[src/shared/gpab_pkg.sv]
// package for the two-port gpio block: register offsets, widths, reset values
// assumes a plain byte-wide register port with one-cycle read latency
package gpab_pkg;
    localparam int          GPAB_AW          = 4;
    localparam int          GPAB_DW          = 8;
    // register offsets
    localparam logic [3:0]  GPAB_OFF_PTA     = 4'h0;
    localparam logic [3:0]  GPAB_OFF_PTB     = 4'h1;
    localparam logic [3:0]  GPAB_OFF_DIRA    = 4'h4;
    localparam logic [3:0]  GPAB_OFF_DIRB    = 4'h5;
    localparam logic [3:0]  GPAB_OFF_PORT_A_LED_DRIVE_ENABLE    = 4'hc;
    // reset values
    localparam logic [7:0]  GPAB_DIR_RST     = 8'h00;
    localparam logic [7:0]  GPAB_LED_RST     = 8'h00;
    localparam logic [7:0]  GPAB_UNMAP_RD    = 8'h00;
    // analog channel select field width and pin count on port a
    localparam int          GPAB_ACH_W       = 5;
    localparam logic [4:0]  GPAB_ACH_PINS    = 5'h08;
    // port b open-drain pins are bits 3..0
    localparam logic [7:0]  GPAB_OD_MASK     = 8'h0f;
    // timer edge/level select code for "pin is general i/o"
    localparam logic [1:0]  GPAB_ELS_GPIO    = 2'h0;
endpackage

[src/rtl/gpab_pin.sv]
// one port pin: direction/data mux with optional alternate-function override
// assumes the pad outside resolves o_out/o_oe into a wire level
`timescale 1ns/1ps
module gpab_pin
    import gpab_pkg::*;
#(
    parameter bit OPEN_DRAIN = 1'b0
) (
    input  wire logic i_dir,
    input  wire logic i_latch,
    input  wire logic i_pin,
    input  wire logic i_alt_en,
    input  wire logic i_alt_out,
    input  wire logic i_alt_oe,
    output logic      o_out,
    output logic      o_oe,
    output logic      o_rd
);
    // port-controlled drive, then alternate override
    wire   port_oe   = i_dir;
    wire   sel_out   = i_alt_en ? i_alt_out : i_latch;
    wire   sel_oe    = i_alt_en ? i_alt_oe : port_oe;
    // open drain only pulls low; a high just releases the line
    assign o_out     = OPEN_DRAIN ? 1'b0 : sel_out;
    assign o_oe      = OPEN_DRAIN ? (sel_oe & ~sel_out) : sel_oe;
    // readback: latch for outputs, live pin for inputs
    assign o_rd      = i_dir ? i_latch : i_pin;
endmodule

[src/rtl/gpab_regs.sv]
// byte register: plain storage with write strobe, optional reset
// assumes writes come one cycle long from the register port decode
`timescale 1ns/1ps
module gpab_regs
    import gpab_pkg::*;
#(
    parameter int         W       = 8,
    parameter bit         HAS_RST = 1'b1,
    parameter logic [7:0] RST_VAL = 8'h00
) (
    input  wire logic         i_clk,
    input  wire logic         i_rst_n,
    input  wire logic         i_we,
    input  wire logic [W-1:0] i_wdata,
    output logic      [W-1:0] o_q
);
    logic [W-1:0] val_q;
    // latch registers skip reset so their contents survive it
    always_ff @(posedge i_clk) begin
        if (HAS_RST && !i_rst_n) begin
            val_q <= RST_VAL[W-1:0];
        end else if (i_we) begin
            val_q <= i_wdata;
        end
    end
    assign o_q = val_q;
endmodule

[src/rtl/gpab_top.sv]
// two eight-bit gpio ports with led drive and alternate-function handover
// assumes synchronous pad inputs, one clock, and a byte register port
// How it works
// selected analog pin ignores port control
// unselected port a pins are digital i/o
// port a direction 1 drives, 0 floats
// reset clears port a direction
// software writes latch before enabling output
// port a read gives latch or pin
// data writes always update latches
// input pin write changes latch only
// led drive only when pin is output
// led bit selects high-current sink mode
// port b pins 3..0 are open-drain
// reset keeps port b latches
// iic enable takes port b 0,1
// serial enable takes port b 2,3
// first timer select takes port b 4,5
// second timer select takes port b 6,7
// reset clears port b direction
// port b direction 1 drives, 0 floats
// port b read gives latch or pin
// reset keeps port a latches
// alternate function outranks port settings
`timescale 1ns/1ps
module gpab_top
    import gpab_pkg::*;
(
    input  wire logic                  i_clk,
    input  wire logic                  i_rst_n,
    // register port
    input  wire logic [GPAB_AW-1:0]    i_addr,
    input  wire logic [GPAB_DW-1:0]    i_wdata,
    input  wire logic                  i_wr,
    input  wire logic                  i_rd,
    output logic      [GPAB_DW-1:0]    o_rdata,
    // port a pads
    input  wire logic [7:0]            i_pa_pin,
    output logic      [7:0]            o_pa_out,
    output logic      [7:0]            o_pa_oe,
    output logic      [7:0]            o_pa_led_hi,
    output logic      [7:0]            o_pa_analog,
    // port b pads
    input  wire logic [7:0]            i_pb_pin,
    output logic      [7:0]            o_pb_out,
    output logic      [7:0]            o_pb_oe,
    // converter channel select
    input  wire logic [GPAB_ACH_W-1:0] i_analog_channel_select,
    // iic handover
    input  wire logic                  i_iic_block_enable,
    input  wire logic                  i_iic_sda_out,
    input  wire logic                  i_iic_sda_oe,
    input  wire logic                  i_iic_scl_out,
    input  wire logic                  i_iic_scl_oe,
    // serial handover: transmit drives pin 2, receive listens on pin 3
    input  wire logic                  i_serial_block_enable,
    input  wire logic                  i_serial_txd,
    // timer handover, edge/level select per channel
    input  wire logic [1:0]            i_t1c0_edge_level_select,
    input  wire logic [1:0]            i_t1c1_edge_level_select,
    input  wire logic [1:0]            i_t2c0_edge_level_select,
    input  wire logic [1:0]            i_t2c1_edge_level_select,
    input  wire logic [3:0]            i_timer_out,
    input  wire logic [3:0]            i_timer_oe,
    // pin levels fed back to the peripherals
    output logic      [7:0]            o_pb_level
);
    logic [7:0] pta_q;
    logic [7:0] ptb_q;
    logic [7:0] dira_q;
    logic [7:0] dirb_q;
    logic [7:0] port_a_led_drive_enable_q;
    logic [7:0] rdata_q;
    logic [7:0] pa_out_q;
    logic [7:0] pa_oe_q;
    logic [7:0] pa_led_q;
    logic [7:0] pa_an_q;
    logic [7:0] pb_out_q;
    logic [7:0] pb_oe_q;
    logic [7:0] pb_lvl_q;
    logic [7:0] pa_out_d;
    logic [7:0] pa_oe_d;
    logic [7:0] pa_rd;
    logic [7:0] pb_out_d;
    logic [7:0] pb_oe_d;
    logic [7:0] pb_rd;

    // address decode
    wire sel_pta  = (i_addr == GPAB_OFF_PTA);
    wire sel_ptb  = (i_addr == GPAB_OFF_PTB);
    wire sel_dira = (i_addr == GPAB_OFF_DIRA);
    wire sel_dirb = (i_addr == GPAB_OFF_DIRB);
    wire sel_port_a_led_drive_enable = (i_addr == GPAB_OFF_PORT_A_LED_DRIVE_ENABLE);

    // latch write ignores direction
    // port a latch keeps value across reset
    gpab_regs #(.W(8), .HAS_RST(1'b0), .RST_VAL(8'h00)) u_pta (
        .i_clk   (i_clk),
        .i_rst_n (i_rst_n),
        .i_we    (i_wr & sel_pta),
        .i_wdata (i_wdata),
        .o_q     (pta_q)
    );
    // port b latch keeps value across reset
    gpab_regs #(.W(8), .HAS_RST(1'b0), .RST_VAL(8'h00)) u_ptb (
        .i_clk   (i_clk),
        .i_rst_n (i_rst_n),
        .i_we    (i_wr & sel_ptb),
        .i_wdata (i_wdata),
        .o_q     (ptb_q)
    );
    // port a direction clears at reset
    gpab_regs #(.W(8), .HAS_RST(1'b1), .RST_VAL(GPAB_DIR_RST)) u_dira (
        .i_clk   (i_clk),
        .i_rst_n (i_rst_n),
        .i_we    (i_wr & sel_dira),
        .i_wdata (i_wdata),
        .o_q     (dira_q)
    );
    // port b direction clears at reset
    gpab_regs #(.W(8), .HAS_RST(1'b1), .RST_VAL(GPAB_DIR_RST)) u_dirb (
        .i_clk   (i_clk),
        .i_rst_n (i_rst_n),
        .i_we    (i_wr & sel_dirb),
        .i_wdata (i_wdata),
        .o_q     (dirb_q)
    );
    // led enables, cleared at reset
    gpab_regs #(.W(8), .HAS_RST(1'b1), .RST_VAL(GPAB_LED_RST)) u_port_a_led_drive_enable (
        .i_clk   (i_clk),
        .i_rst_n (i_rst_n),
        .i_we    (i_wr & sel_port_a_led_drive_enable),
        .i_wdata (i_wdata),
        .o_q     (port_a_led_drive_enable_q)
    );

    // one-hot analog pick, none when channel is above port a
    wire       ach_ok   = (i_analog_channel_select < GPAB_ACH_PINS);
    wire [7:0] an_sel   = ach_ok ? (8'h01 << i_analog_channel_select[2:0]) : 8'h00;

    // iic on pins 0,1  R14: serial on pins 2,3
    // first timer on 4,5  R16: second timer on 6,7
    wire [7:0] pb_alt_en = {
        (i_t2c1_edge_level_select != GPAB_ELS_GPIO),
        (i_t2c0_edge_level_select != GPAB_ELS_GPIO),
        (i_t1c1_edge_level_select != GPAB_ELS_GPIO),
        (i_t1c0_edge_level_select != GPAB_ELS_GPIO),
        i_serial_block_enable,
        i_serial_block_enable,
        i_iic_block_enable,
        i_iic_block_enable
    };
    // receive pin is input-only while serial owns it
    wire [7:0] pb_alt_out = {i_timer_out, 1'b1, i_serial_txd, i_iic_scl_out, i_iic_sda_out};
    wire [7:0] pb_alt_oe  = {i_timer_oe, 1'b0, 1'b1, i_iic_scl_oe, i_iic_sda_oe};

    // per-pin muxes; a generate keeps the eight copies in one place
    genvar g;
    generate
        for (g = 0; g < 8; g++) begin : g_pin
            // R3: R21: analog pick overrides direction on port a
            gpab_pin #(.OPEN_DRAIN(1'b0)) u_pa (
                .i_dir     (dira_q[g]),
                .i_latch   (pta_q[g]),
                .i_pin     (i_pa_pin[g]),
                .i_alt_en  (an_sel[g]),
                .i_alt_out (1'b0),
                .i_alt_oe  (1'b0),
                .o_out     (pa_out_d[g]),
                .o_oe      (pa_oe_d[g]),
                .o_rd      (pa_rd[g])
            );
            // R18: R21: open-drain on low four port b pins
            gpab_pin #(.OPEN_DRAIN(GPAB_OD_MASK[g])) u_pb (
                .i_dir     (dirb_q[g]),
                .i_latch   (ptb_q[g]),
                .i_pin     (i_pb_pin[g]),
                .i_alt_en  (pb_alt_en[g]),
                .i_alt_out (pb_alt_out[g]),
                .i_alt_oe  (pb_alt_oe[g]),
                .o_out     (pb_out_d[g]),
                .o_oe      (pb_oe_d[g]),
                .o_rd      (pb_rd[g])
            );
        end
    endgenerate

    // R10: high current only on driven, non-analog pins
    wire [7:0] led_d = port_a_led_drive_enable_q & dira_q & ~an_sel;

    // R8: R19: read mux, latch or pin per direction
    wire [7:0] rd_mux = sel_pta  ? pa_rd  :
                        sel_ptb  ? pb_rd  :
                        sel_dira ? dira_q :
                        sel_dirb ? dirb_q :
                        sel_port_a_led_drive_enable ? port_a_led_drive_enable_q : GPAB_UNMAP_RD;

    // read data stands only in the cycle after the strobe
    always_ff @(posedge i_clk) begin
        if (!i_rst_n) begin
            rdata_q <= 8'h00;
        end else begin
            rdata_q <= i_rd ? rd_mux : 8'h00;
        end
    end

    // registered pad drive; one cycle behind the registers
    always_ff @(posedge i_clk) begin
        if (!i_rst_n) begin
            pa_out_q <= 8'h00;
            pa_oe_q  <= 8'h00;
            pa_led_q <= 8'h00;
            pa_an_q  <= 8'h00;
            pb_out_q <= 8'h00;
            pb_oe_q  <= 8'h00;
            pb_lvl_q <= 8'h00;
        end else begin
            pa_out_q <= pa_out_d;
            pa_oe_q  <= pa_oe_d;
            pa_led_q <= led_d;
            pa_an_q  <= an_sel;
            pb_out_q <= pb_out_d;
            pb_oe_q  <= pb_oe_d;
            pb_lvl_q <= i_pb_pin;
        end
    end

    assign o_rdata     = rdata_q;
    assign o_pa_out    = pa_out_q;
    assign o_pa_oe     = pa_oe_q;
    assign o_pa_led_hi = pa_led_q;
    assign o_pa_analog = pa_an_q;
    assign o_pb_out    = pb_out_q;
    assign o_pb_oe     = pb_oe_q;
    assign o_pb_level  = pb_lvl_q;

    // checks
    a_dira_reset: assert property (@(posedge i_clk)
        !i_rst_n |=> (dira_q == 8'h00)) else $error("port a direction not cleared");
    a_dirb_reset: assert property (@(posedge i_clk)
        !i_rst_n |=> (dirb_q == 8'h00)) else $error("port b direction not cleared");
    a_pa_drive: assert property (@(posedge i_clk) disable iff (!i_rst_n)
        1'b1 |=> (o_pa_oe == $past(dira_q & ~an_sel))) else $error("port a enable wrong");
    a_pa_analog: assert property (@(posedge i_clk) disable iff (!i_rst_n)
        1'b1 |=> ((o_pa_oe & o_pa_analog) == 8'h00)) else $error("analog pin driven");
    a_pta_read: assert property (@(posedge i_clk) disable iff (!i_rst_n)
        (i_rd && sel_pta) |=> (o_rdata == $past((pta_q & dira_q) | (i_pa_pin & ~dira_q))))
        else $error("port a read wrong");
    a_ptb_read: assert property (@(posedge i_clk) disable iff (!i_rst_n)
        (i_rd && sel_ptb) |=> (o_rdata == $past((ptb_q & dirb_q) | (i_pb_pin & ~dirb_q))))
        else $error("port b read wrong");
    a_pta_write: assert property (@(posedge i_clk)
        (i_wr && sel_pta) |=> (pta_q == $past(i_wdata))) else $error("latch not written");
    // only a reset entered mid-run; the latch is unknown until first written
    a_ptb_keep: assert property (@(posedge i_clk)
        (!i_rst_n && $past(i_rst_n) && !i_wr) |=> (ptb_q == $past(ptb_q)))
        else $error("port b latch lost");
    a_led_gate: assert property (@(posedge i_clk) disable iff (!i_rst_n)
        1'b1 |=> ((o_pa_led_hi & ~$past(dira_q)) == 8'h00)) else $error("led on input pin");
    a_od_high: assert property (@(posedge i_clk) disable iff (!i_rst_n)
        1'b1 |=> ((o_pb_out & o_pb_oe & GPAB_OD_MASK) == 8'h00)) else $error("od pin driven high");
    a_iic_take: assert property (@(posedge i_clk) disable iff (!i_rst_n)
        (i_iic_block_enable && !i_iic_sda_oe) |=> !o_pb_oe[0]) else $error("iic not in charge");
    a_rx_input: assert property (@(posedge i_clk) disable iff (!i_rst_n)
        i_serial_block_enable |=> !o_pb_oe[3]) else $error("receive pin driven");

    c_pa_out_read: cover property (@(posedge i_clk) i_rd && sel_pta && dira_q != 8'h00);
    c_iic_on:      cover property (@(posedge i_clk) i_iic_block_enable ##1 !i_iic_block_enable);
    c_led_on:      cover property (@(posedge i_clk) o_pa_led_hi != 8'h00);
    c_timer_pin:   cover property (@(posedge i_clk) pb_alt_en[7:4] != 4'h0);
endmodule

[config.mk]
export PLATFORM = sky130hd
export DESIGN_NAME = gpab_top
export DESIGN_NICKNAME = d
export VERILOG_FILES = /design/src/shared/gpab_pkg.sv /design/src/rtl/gpab_pin.sv /design/src/rtl/gpab_regs.sv /design/src/rtl/gpab_top.sv
export SDC_FILE = /design/constraint.sdc
export NUM_CORES = 1
export LEC_CHECK = 0
export BUFFER_PORTS_ARGS = -buffer_cell sky130_fd_sc_hd__buf_2
export CELL_PAD_IN_SITES_DETAIL_PLACEMENT = 0
export CELL_PAD_IN_SITES_GLOBAL_PLACEMENT = 1
export CORE_UTILIZATION = 38
export CTS_CLUSTER_DIAMETER = 100
export DETAILED_ROUTE_END_ITERATION = 8
export PLACE_DENSITY = 0.84
export REMOVE_ABC_BUFFERS = 1
export SYNTH_ARGS = -nofsm -noshare
export SYNTH_HDL_FRONTEND = slang
export SYNTH_SLANG_ARGS = --single-unit
[constraint.sdc]
create_clock -name i_clk -period 1.9 [get_ports i_clk]
set_clock_uncertainty 0.2 [all_clocks]
set_input_delay 0.19 -clock i_clk [delete_from_list [all_inputs] [get_ports i_clk]]
set_output_delay 0.19 -clock i_clk [all_outputs]
set_load 0.05 [all_outputs]
* After elaboration in Yosys (flattened, before gate mapping)
Cells that the tools add are included.
** Word-level totals
- Output and inout bits :: 64
- Bits in registers :: 104
- Input port bits :: 60
** Cells by class
- Magnitude comparators :: 1
- Shift-type cells :: 1
- Reductions and logical operators :: 14
- Mux-type cells :: 38
- Eq/ne operators :: 4
- Bitwise operators :: 17
** Operators with widths (number)
- 8-bit two-way mux :: 6
- 1-bit two-way mux :: 32
- 8-bit AND :: 2
- 2-bit OR reduction :: 8
- 1-bit AND :: 9
- 4-bit by 3-bit == test with 1-bit output (second input constant) :: 2
- 8-bit inverter :: 1
- 2-bit nonzero test :: 4
- 1-bit by 3-bit left shift with 8-bit output (first input constant) :: 1
- 5-bit by 4-bit < comparator with 1-bit output (second input constant) :: 1
- 1-bit inverter :: 5
- 4-bit by 1-bit == test with 1-bit output (second input constant) :: 1
- 4-bit == test (second input constant) :: 1
- 4-bit logical NOT :: 1
- 2-bit AND reduction :: 1

* Depth between registers and ports, before layout
Gate-level depths: netlist (run 1).
- Depth in word-level cells :: 6
- Mapped depth :: 5
- Mapped depth without buffers :: 3

* Cells and area by module
From an unflattened synthesis (run 1), not the netlist that was laid out.
** Second synthesis, totals
- Cells, all modules :: 397
- Area total of the unflattened synthesis :: 4219.0 um^2
** By module, submodules not included
- gpab_top :: sequential area each 1281.2 um^2, instances 1, cells an instance 246, area an instance 2243.4 um^2
- gpab_regs at u_dira ... :: sequential area each 160.2 um^2, instances 3, cells an instance 25, area an instance 301.5 um^2
- gpab_regs at u_pta ... :: sequential area each 240.2 um^2, instances 2, cells an instance 8, area an instance 240.2 um^2
- gpab_pin at g_pin[0].u_pa ... :: sequential area each 0.0 um^2, instances 12, cells an instance 3, area an instance 33.8 um^2
- gpab_pin at g_pin[0].u_pb ... :: sequential area each 0.0 um^2, instances 4, cells an instance 6, area an instance 46.3 um^2

* Least setup slack after synthesis (run 1)
No wires, ideal clock.
- Kind :: in2reg
- Start point :: in i_addr[1]
- End point :: reg u_ptb.val_q[0] (netlist: u_ptb.o_q[0]) (enable)
- Arrival :: 1.099 ns
- Setup slack :: 0.269 ns
- Library setup time :: 0.332 ns
- Stages :: 3
- Required time :: 1.368 ns
- Path buffers :: 1
- Cells stage by stage :: buf_4 nor4b_4 and2_1
** On the way
- Longest elaborated chain between the ends :: 2
** RTL lines
- start: declaration :: line gpab_top.sv:32 : input wire logic [GPAB_AW-1:0] i_addr,
- 4-bit by 1-bit == test with 1-bit output :: line gpab_top.sv:90 : wire sel_ptb = (i_addr == GPAB_OFF_PTB);
- 1-bit AND :: line gpab_top.sv:108 : .i_we (i_wr & sel_ptb),
- via u_ptb.i_we :: line gpab_regs.sv:13 : input wire logic i_we,
- end signal: assignment :: line gpab_regs.sv:21 : val_q <= RST_VAL[W-1:0];
- end signal: assignment :: line gpab_regs.sv:23 : val_q <= i_wdata;
- end: declaration :: line gpab_regs.sv:17 : logic [W-1:0] val_q;
The timed path passes the listed nets, and every way through them passes these cells.
A chain may end at the register's enable or synchronous reset.

* Final worst setup path (run 1)
- Start point :: in i_analog_channel_select[0]
- End point :: reg pa_led_q[4] (netlist: o_pa_led_hi[4])
** On the way
- Longest elaborated chain between the ends :: 4
** RTL lines
- start: declaration :: line gpab_top.sv:48 : input wire logic [GPAB_ACH_W-1:0] i_analog_channel_select,
- 5-bit by 4-bit < comparator with 1-bit output or 1-bit by 3-bit left shift with 8-bit output (tied branches) :: line gpab_top.sv:138, gpab_top.sv:139
- 8-bit two-way mux (*) :: line gpab_top.sv:139 : wire [7:0] an_sel = ach_ok ? (8'h01 << i_analog_channel_select[2:0]) : 8'h00;
- 8-bit inverter (*) :: line gpab_top.sv:189 : wire [7:0] led_d = port_a_led_drive_enable_q & dira_q & ~an_sel;
- 8-bit AND (*) :: line gpab_top.sv:189
- end signal: assignment :: line gpab_top.sv:220 : pa_led_q <= led_d;
- end: declaration :: line gpab_top.sv:76 : logic [7:0] pa_led_q;
Every way passes the cells marked *; elsewhere a longest branch is shown, timed or not.

==> results of run 1 <==
[where the power goes]
part,internal (W),total (W),leakage [nW],switching [W]
logic,0.000224,0.000558,1.43,0.000334
registers,0.00219,0.00221,0.829,0.0000184
clock network,0.000755,0.00151,0.112,0.000757
total,0.00317,0.00428,2.37,0.00111
[per-stage QoR]
stage,utilization,instances,worst slack [ns],area (µm²),hold slack [ns]
after detailed placement,0.477,639,0.242,4730,0.205
after CTS,0.552,707,0.0394,5470,0.0160
after floorplan,-,368,0.427,3820,0.0675
after global placement,0.477,639,0.285,4730,0.199
after global routing,0.554,709,0.0401,5490,0.0281
final,0.554,709,0.121,5490,0.0292
[layout make-up]
class	count	share of cell area
clock buffer	10	0.0233
inverter	11	0.00752
multi-input combinational	257	0.295
clock inverter	6	0.0169
tap	133	0.0303
timing repair buffer	192	0.233
sequential	100	0.394
[synth_stat cells, drive strengths merged, types with 2 or more instances]
master / instances / area, µm²
o32ai: 2 / 17.5
nand3: 24 / 120
clkbuf: 8 / 31.3
inv: 11 / 41.3
and3: 12 / 75.1
buf: 18 / 106
o211a: 8 / 80.1
a22oi: 8 / 60.1
a21oi: 16 / 80.1
or4b: 2 / 27.5
mux2i: 16 / 160
o21a: 13 / 97.6
a21boi: 32 / 240
nand2: 25 / 93.8
and2: 20 / 125
nand2b: 9 / 56.3
nor2b: 2 / 12.5
edfxtp: 16 / 480
o21ai: 28 / 140
dfxtp: 84 / 1680
nor2: 26 / 97.6
[cells in the final DEF, fill, tap and decap left out, drive strengths merged]
cell type and n:
dlygate4sd3 54, clkbuf 10, dfxtp 84, nor4b 1
or4 1, nor3b 1, nand2 25, a22oi 8
and3b 1, and3 12, o21ai 28, and2 20
buf 138, nand3b 1, nand3 24, nor4bb 1
or4b 2, nor4 1, mux2i 16, nand2b 9
o211a 8, o32ai 2, or2 1, a21oi 16
clkinv 1, nor2b 2, and4bb 1, inv 14
nor2 26, nand4bb 1, o21a 13, edfxtp 16
bufinv 2, conb 4, a21boi 32
[critical path, delay by kind of cell]
| kind | cells | cell delay, ns |
|---|---|---|
| compound gates | 1 | 0.20 |
| buf+inv | 3 | 0.86 |
| simple gates | 2 | 0.62 |
[metal layers]
metal	vias up	GRT usage	share of wire
met5	-	0	0
met4	0	0.0969	0.027
met3	20	0.0401	0.054
met2	118	0.366	0.49
met1	1585	0.249	0.43
li1	1719	-	-
[logic make-up after synthesis]
kind of cell | count (synthesis)
and+or+nand+nor | 130
buffers and inverters | 37
DFF | 100
other | 1
AOI/OAI and AO/OA | 107
muxes | 16
[final timing paths]
| kind | cells past startpoint | end | slack, ns |
|---|---|---|---|
| max reg2reg | 4 | o_pb_oe[0] | 0.25 |
| max | 6 | o_pa_led_hi[4] | 0.12 |
| min reg2reg | 1 | o_pb_oe[3] | 0.26 |
| min | 3 | o_pa_analog[4] | 0.03 |
[timing repair]
item,4_1_cts,5_1_grt
endpoints found under the setup margin,0,2
hold buffers,52,3
gates resized for setup,0,0
hold endpoints to repair,64,2
==> results_dict.tcl, run 1 <==
set metrics [dict create \
    status "finished clean" \
    ff_latch_area_um2 2160 \
    cp_slowest_cell "dlygate4sd3_1" \
    synth-seq-area-share 0.548 \
    die_area_um2 10800 \
    power.density_nw_per_um2 780 \
    drive_gt1_frac 0.278 \
    fin_nets 631 \
    critPathRequiredTime_ns 1.99 \
    port_buffers 119 \
    syn_inst 391 \
    synthDistinctLibCells 38 \
    syn_avg_cell_area_um2 10.1 \
    r2r_start "u_dirb.o_q[0]" \
    grt_pass1_vias 3524 \
    total_power_w 0.00428 \
    critPathMaxStageDelay_ns 0.57 \
    start_util 0.398 \
    synth_top_family_by_area "simple AND/OR/NAND/NOR gates" \
    final-setup-viol-count 0 \
    synth_simple_gate_area_share 0.184 \
    clockBufferDepth 2 \
    synthXorXnorAreaFrac 0 \
    grt_pass1_wl_um 17700 \
    clk_latency_ns 0.38 \
    finalWirelength_um 10800 \
    fp.dieH_um 104 \
    p_leak_nw 2.37 \
    hold_violations 0 \
    cts_root_buf "clkbuf_8" \
    gp_congestion 0.784 \
    critPathKind "primary input to flop" \
    multi_input_area_um2 1620 \
    path_cells "buf_2 -> dlygate4sd3_1 -> or4b_4 -> o21ai_0 -> buf_4 -> nor2_1" \
    syn_to_final_growth_pct 39.0 \
    antennaDiodeCount 0 \
    core_area_um2 9910 \
    synth_warnings 0 \
    clock_sinks 100 \
    synth_compound_area_frac 0.181 \
    grt_max_degree 25 \
    drt_iter0_drc 144 \
    fin_crit_sh 0.936 \
    finalMaxSlewViolations 0 \
    cts_buffers 9 \
    cts_tree "done" \
    rsz0062_at_grt "no" \
    dp_hpwl_um 7240 \
    max_freq_mhz 562 \
    arrival_ns 1.87 \
    peakVddDrop_mv 0.326 \
    cts.htree.levels 3 \
    min_from "i_analog_channel_select[2]" \
    ys_seq_elements 100 \
    critical_path_peak_fanout 4 \
    grt_use_total 0.210 \
    ys.flop_type "dfxtp_1" \
    die_w_um 104 \
    overflow 0 \
    wl_per_cell_um 15.2 \
    synth_edf_count 16 \
    async_flop_share 0 \
    worstSetupEndpointType "flop" \
    fp-row-count 36 \
    synth_mux_area_frac 0.0406 \
    hp-class "primary input to flop" \
    antenna_found_initial 0 \
    post_cts_buffers 0 \
    post_synth_fa_ha_maj_area_fraction 0 \
    tns_ns 0 \
    post_drt_via_cell_ratio 4.85 \
    startpoint "i_analog_channel_select[0]" \
    cap_violations 0 \
    critPathLaunchType "primary input" \
    vias 3442 \
    fin_crit_ns 1.78 \
    pin_count 124 \
    drc 0 \
    dr.pass1.iters 4 \
    synth_area_um2 3950 \
    fill_cells 916 \
    ant_nets 0 \
    clk_pin_slew_ns 0.10 \
]
Note: power is estimated with default switching activity, not from simulation.
==> inputs of run 2 (changes only) <==
- PLACE_DENSITY: 0.84 -> unset
- PLACE_DENSITY_LB_ADDON: unset -> 0.1
==> run 2 against run 1 <==
Clock power shrank 9%; global-route usage shrank 0.084 points; setup slack lost 0.0036 ns; critical endpoint is now o_pa_led_hi[3]; highest routed layer unchanged.
==> results_dict.tcl, run 2 (same netlist as run 1, synthesis figures left out) <==
set metrics [dict create \
    p_leak_nw 2.36 \
    r2r_setup_slack_ns 0.25 \
    m1WireLength_um 5010 \
    grt_pass1_vias 3463 \
    fp.dieH_um 104 \
    grt_max_degree 25 \
    wl_met3_um 402 \
    syn_to_final_growth_pct 38.7 \
    clk_latency_ns 0.36 \
    grt_pass1_wl_um 17700 \
    final_common_cell "buf_2" \
    dr_wl_met2_um 5650 \
    dp_hpwl_um 7640 \
    pwr-share-clk 0.332 \
    antennaDiodeCount 0 \
    cp_slowest_cell "dlygate4sd3_1" \
    finish.instance_area_um2 5480 \
    cts_tree "done" \
    grt_use_total 0.209 \
    overflow 0 \
    ant_nets 0 \
    gp_congestion 0.793 \
    antenna_found_initial 0 \
    core_area_um2 9910 \
    finalWirelength_um 11200 \
    clock_sinks 100 \
    arrival_ns 1.85 \
    critical_path_peak_fanout 4 \
    clockBufferDepth 2 \
    r2r_start "u_dirb.o_q[1]" \
    p_int_w 0.00306 \
    cap_violations 0 \
    worstSetupEndpointType "flop" \
    drc 0 \
    max_freq_mhz 561 \
    dr.pass1.iters 4 \
    peakVddDrop_mv 0.433 \
    die_w_um 104 \
    rsz0062_at_grt "no" \
    path_buf_inv 2 \
    fin_crit_ns 1.78 \
    drt_iter0_drc 125 \
    tns_ns 0 \
    critPathMaxStageDelay_ns 0.59 \
    r2r_cells 4 \
    hold_depth 3 \
    vias 3512 \
    combPwrFrac 0.136 \
    critPathRequiredTime_ns 1.97 \
    cp_top_family "simple AND/OR/NAND/NOR gates" \
    drive_gt1_frac 0.280 \
    p_sw_w 0.00110 \
    post_drt_via_cell_ratio 4.95 \
    layout_common_cells "119 x buf_2, 84 x dfxtp_1, 54 x dlygate4sd3_1" \
    total_power_w 0.00416 \
    pin_count 124 \
    power.density_nw_per_um2 760 \
    status "finished clean" \
    placed_cell_area_um2 4730 \
    fin_nets 631 \
    final-setup-viol-count 0 \
    hold_slack_ns 0.0361 \
    clk_pin_slew_ns 0.10 \
    power_frac_seq 0.532 \
    start_util 0.398 \
    wl_per_cell_um 15.8 \
    critPathLaunchType "primary input" \
    cts.htree.levels 3 \
    cts_buffers 9 \
    highest_layer "met4" \
    port_buffers 119 \
    die_area_um2 10800 \
    fp-row-count 36 \
    timing.rr.end "o_pb_oe[1]" \
    fin_crit_sh 0.938 \
    critPathKind "primary input to flop" \
    cts_root_buf "clkbuf_8" \
    finalMaxSlewViolations 0 \
    hold_violations 0 \
    swShare 0.265 \
    min_from "i_analog_channel_select[4]" \
    hp-class "primary input to flop" \
    path_cells "buf_2 -> dlygate4sd3_1 -> or4b_4 -> o21a_1 -> and3_1" \
    min_to "o_pa_analog[5]" \
]
==> run 2: cell types whose count changed in the layout (fill, tap and decap cells not counted) <==
cell,change
bufinv_16,-2
clkbuf_16,+2
clkinv_2,+1
clkinv_4,+1
inv_6,-2
o21ai_0,-1
o21ai_2,+1
==> run 2: per-stage QoR <==
step                      instances  setup WS [ns]  utilization
after detailed placement        639          0.232        0.477
after CTS                       707         0.0268        0.550
after floorplan                 368          0.427            -
after global placement          639          0.262        0.477
final                           709          0.118        0.553
after global routing            709         0.0674        0.553
==> run 2: how the worst max path moves through the flow <==
stage | startpoint | slack, ns | end | cells after the start
floorplan | i_addr[1] | 0.43 | u_ptb.o_q[0] | 2
global placement | i_analog_channel_select[0] | 0.26 | o_pa_led_hi[4] | 4
detailed placement | i_analog_channel_select[0] | 0.23 | o_pa_led_hi[4] | 4
CTS | i_analog_channel_select[3] | 0.03 | o_pa_analog[2] | 5
global route | i_analog_channel_select[2] | 0.07 | o_pa_led_hi[3] | 5
finish | i_analog_channel_select[4] | 0.12 | o_pa_led_hi[3] | 5
==> run 2: worst register-to-register path, cell delays in order (launching register included) <==
cell           delay (ns)
dfxtp_1              0.40
inv_1                0.06
o32ai_1              0.25
dlygate4sd3_1        0.57
and2_1               0.11
==> run 2: cell type report <==
cell class,instances,area (µm²)
flip-flops and latches,100,2160
fillers,935,4430
multi-input cells,257,1620
clock buffers,12,178
repair buffers,192,1280
clock inverters,4,28.8
well taps,133,166
inverters,11,41.3
==> run 2: routing by layer <==
layer	track usage	vias up
li1	-	1716
met1	0.257	1659
met2	0.375	120
met3	0.0238	17
met4	0.0765	0
met5	0	-
==> run 2: timing repair <==
action	in CTS	in global routing
buffers inserted	0	0
hold buffers	52	3
gates resized for setup	0	2
setup endpoints to repair	0	5
hold endpoints to repair	59	2
==> run 2: power by group through the flow <==
stage / sequential [W] / combinational (W) / clock, W
6_report: 0.00221 / 0.000566 / 0.00138
5_1_grt: 0.00222 / 0.000601 / 0.00150
4_1_cts: 0.00221 / 0.000555 / 0.00142
3_5_place_dp: 0.00226 / 0.000470 / 0
3_3_place_gp: 0.00226 / 0.000468 / 0
2_1_floorplan: 0.00238 / 0.000128 / 0
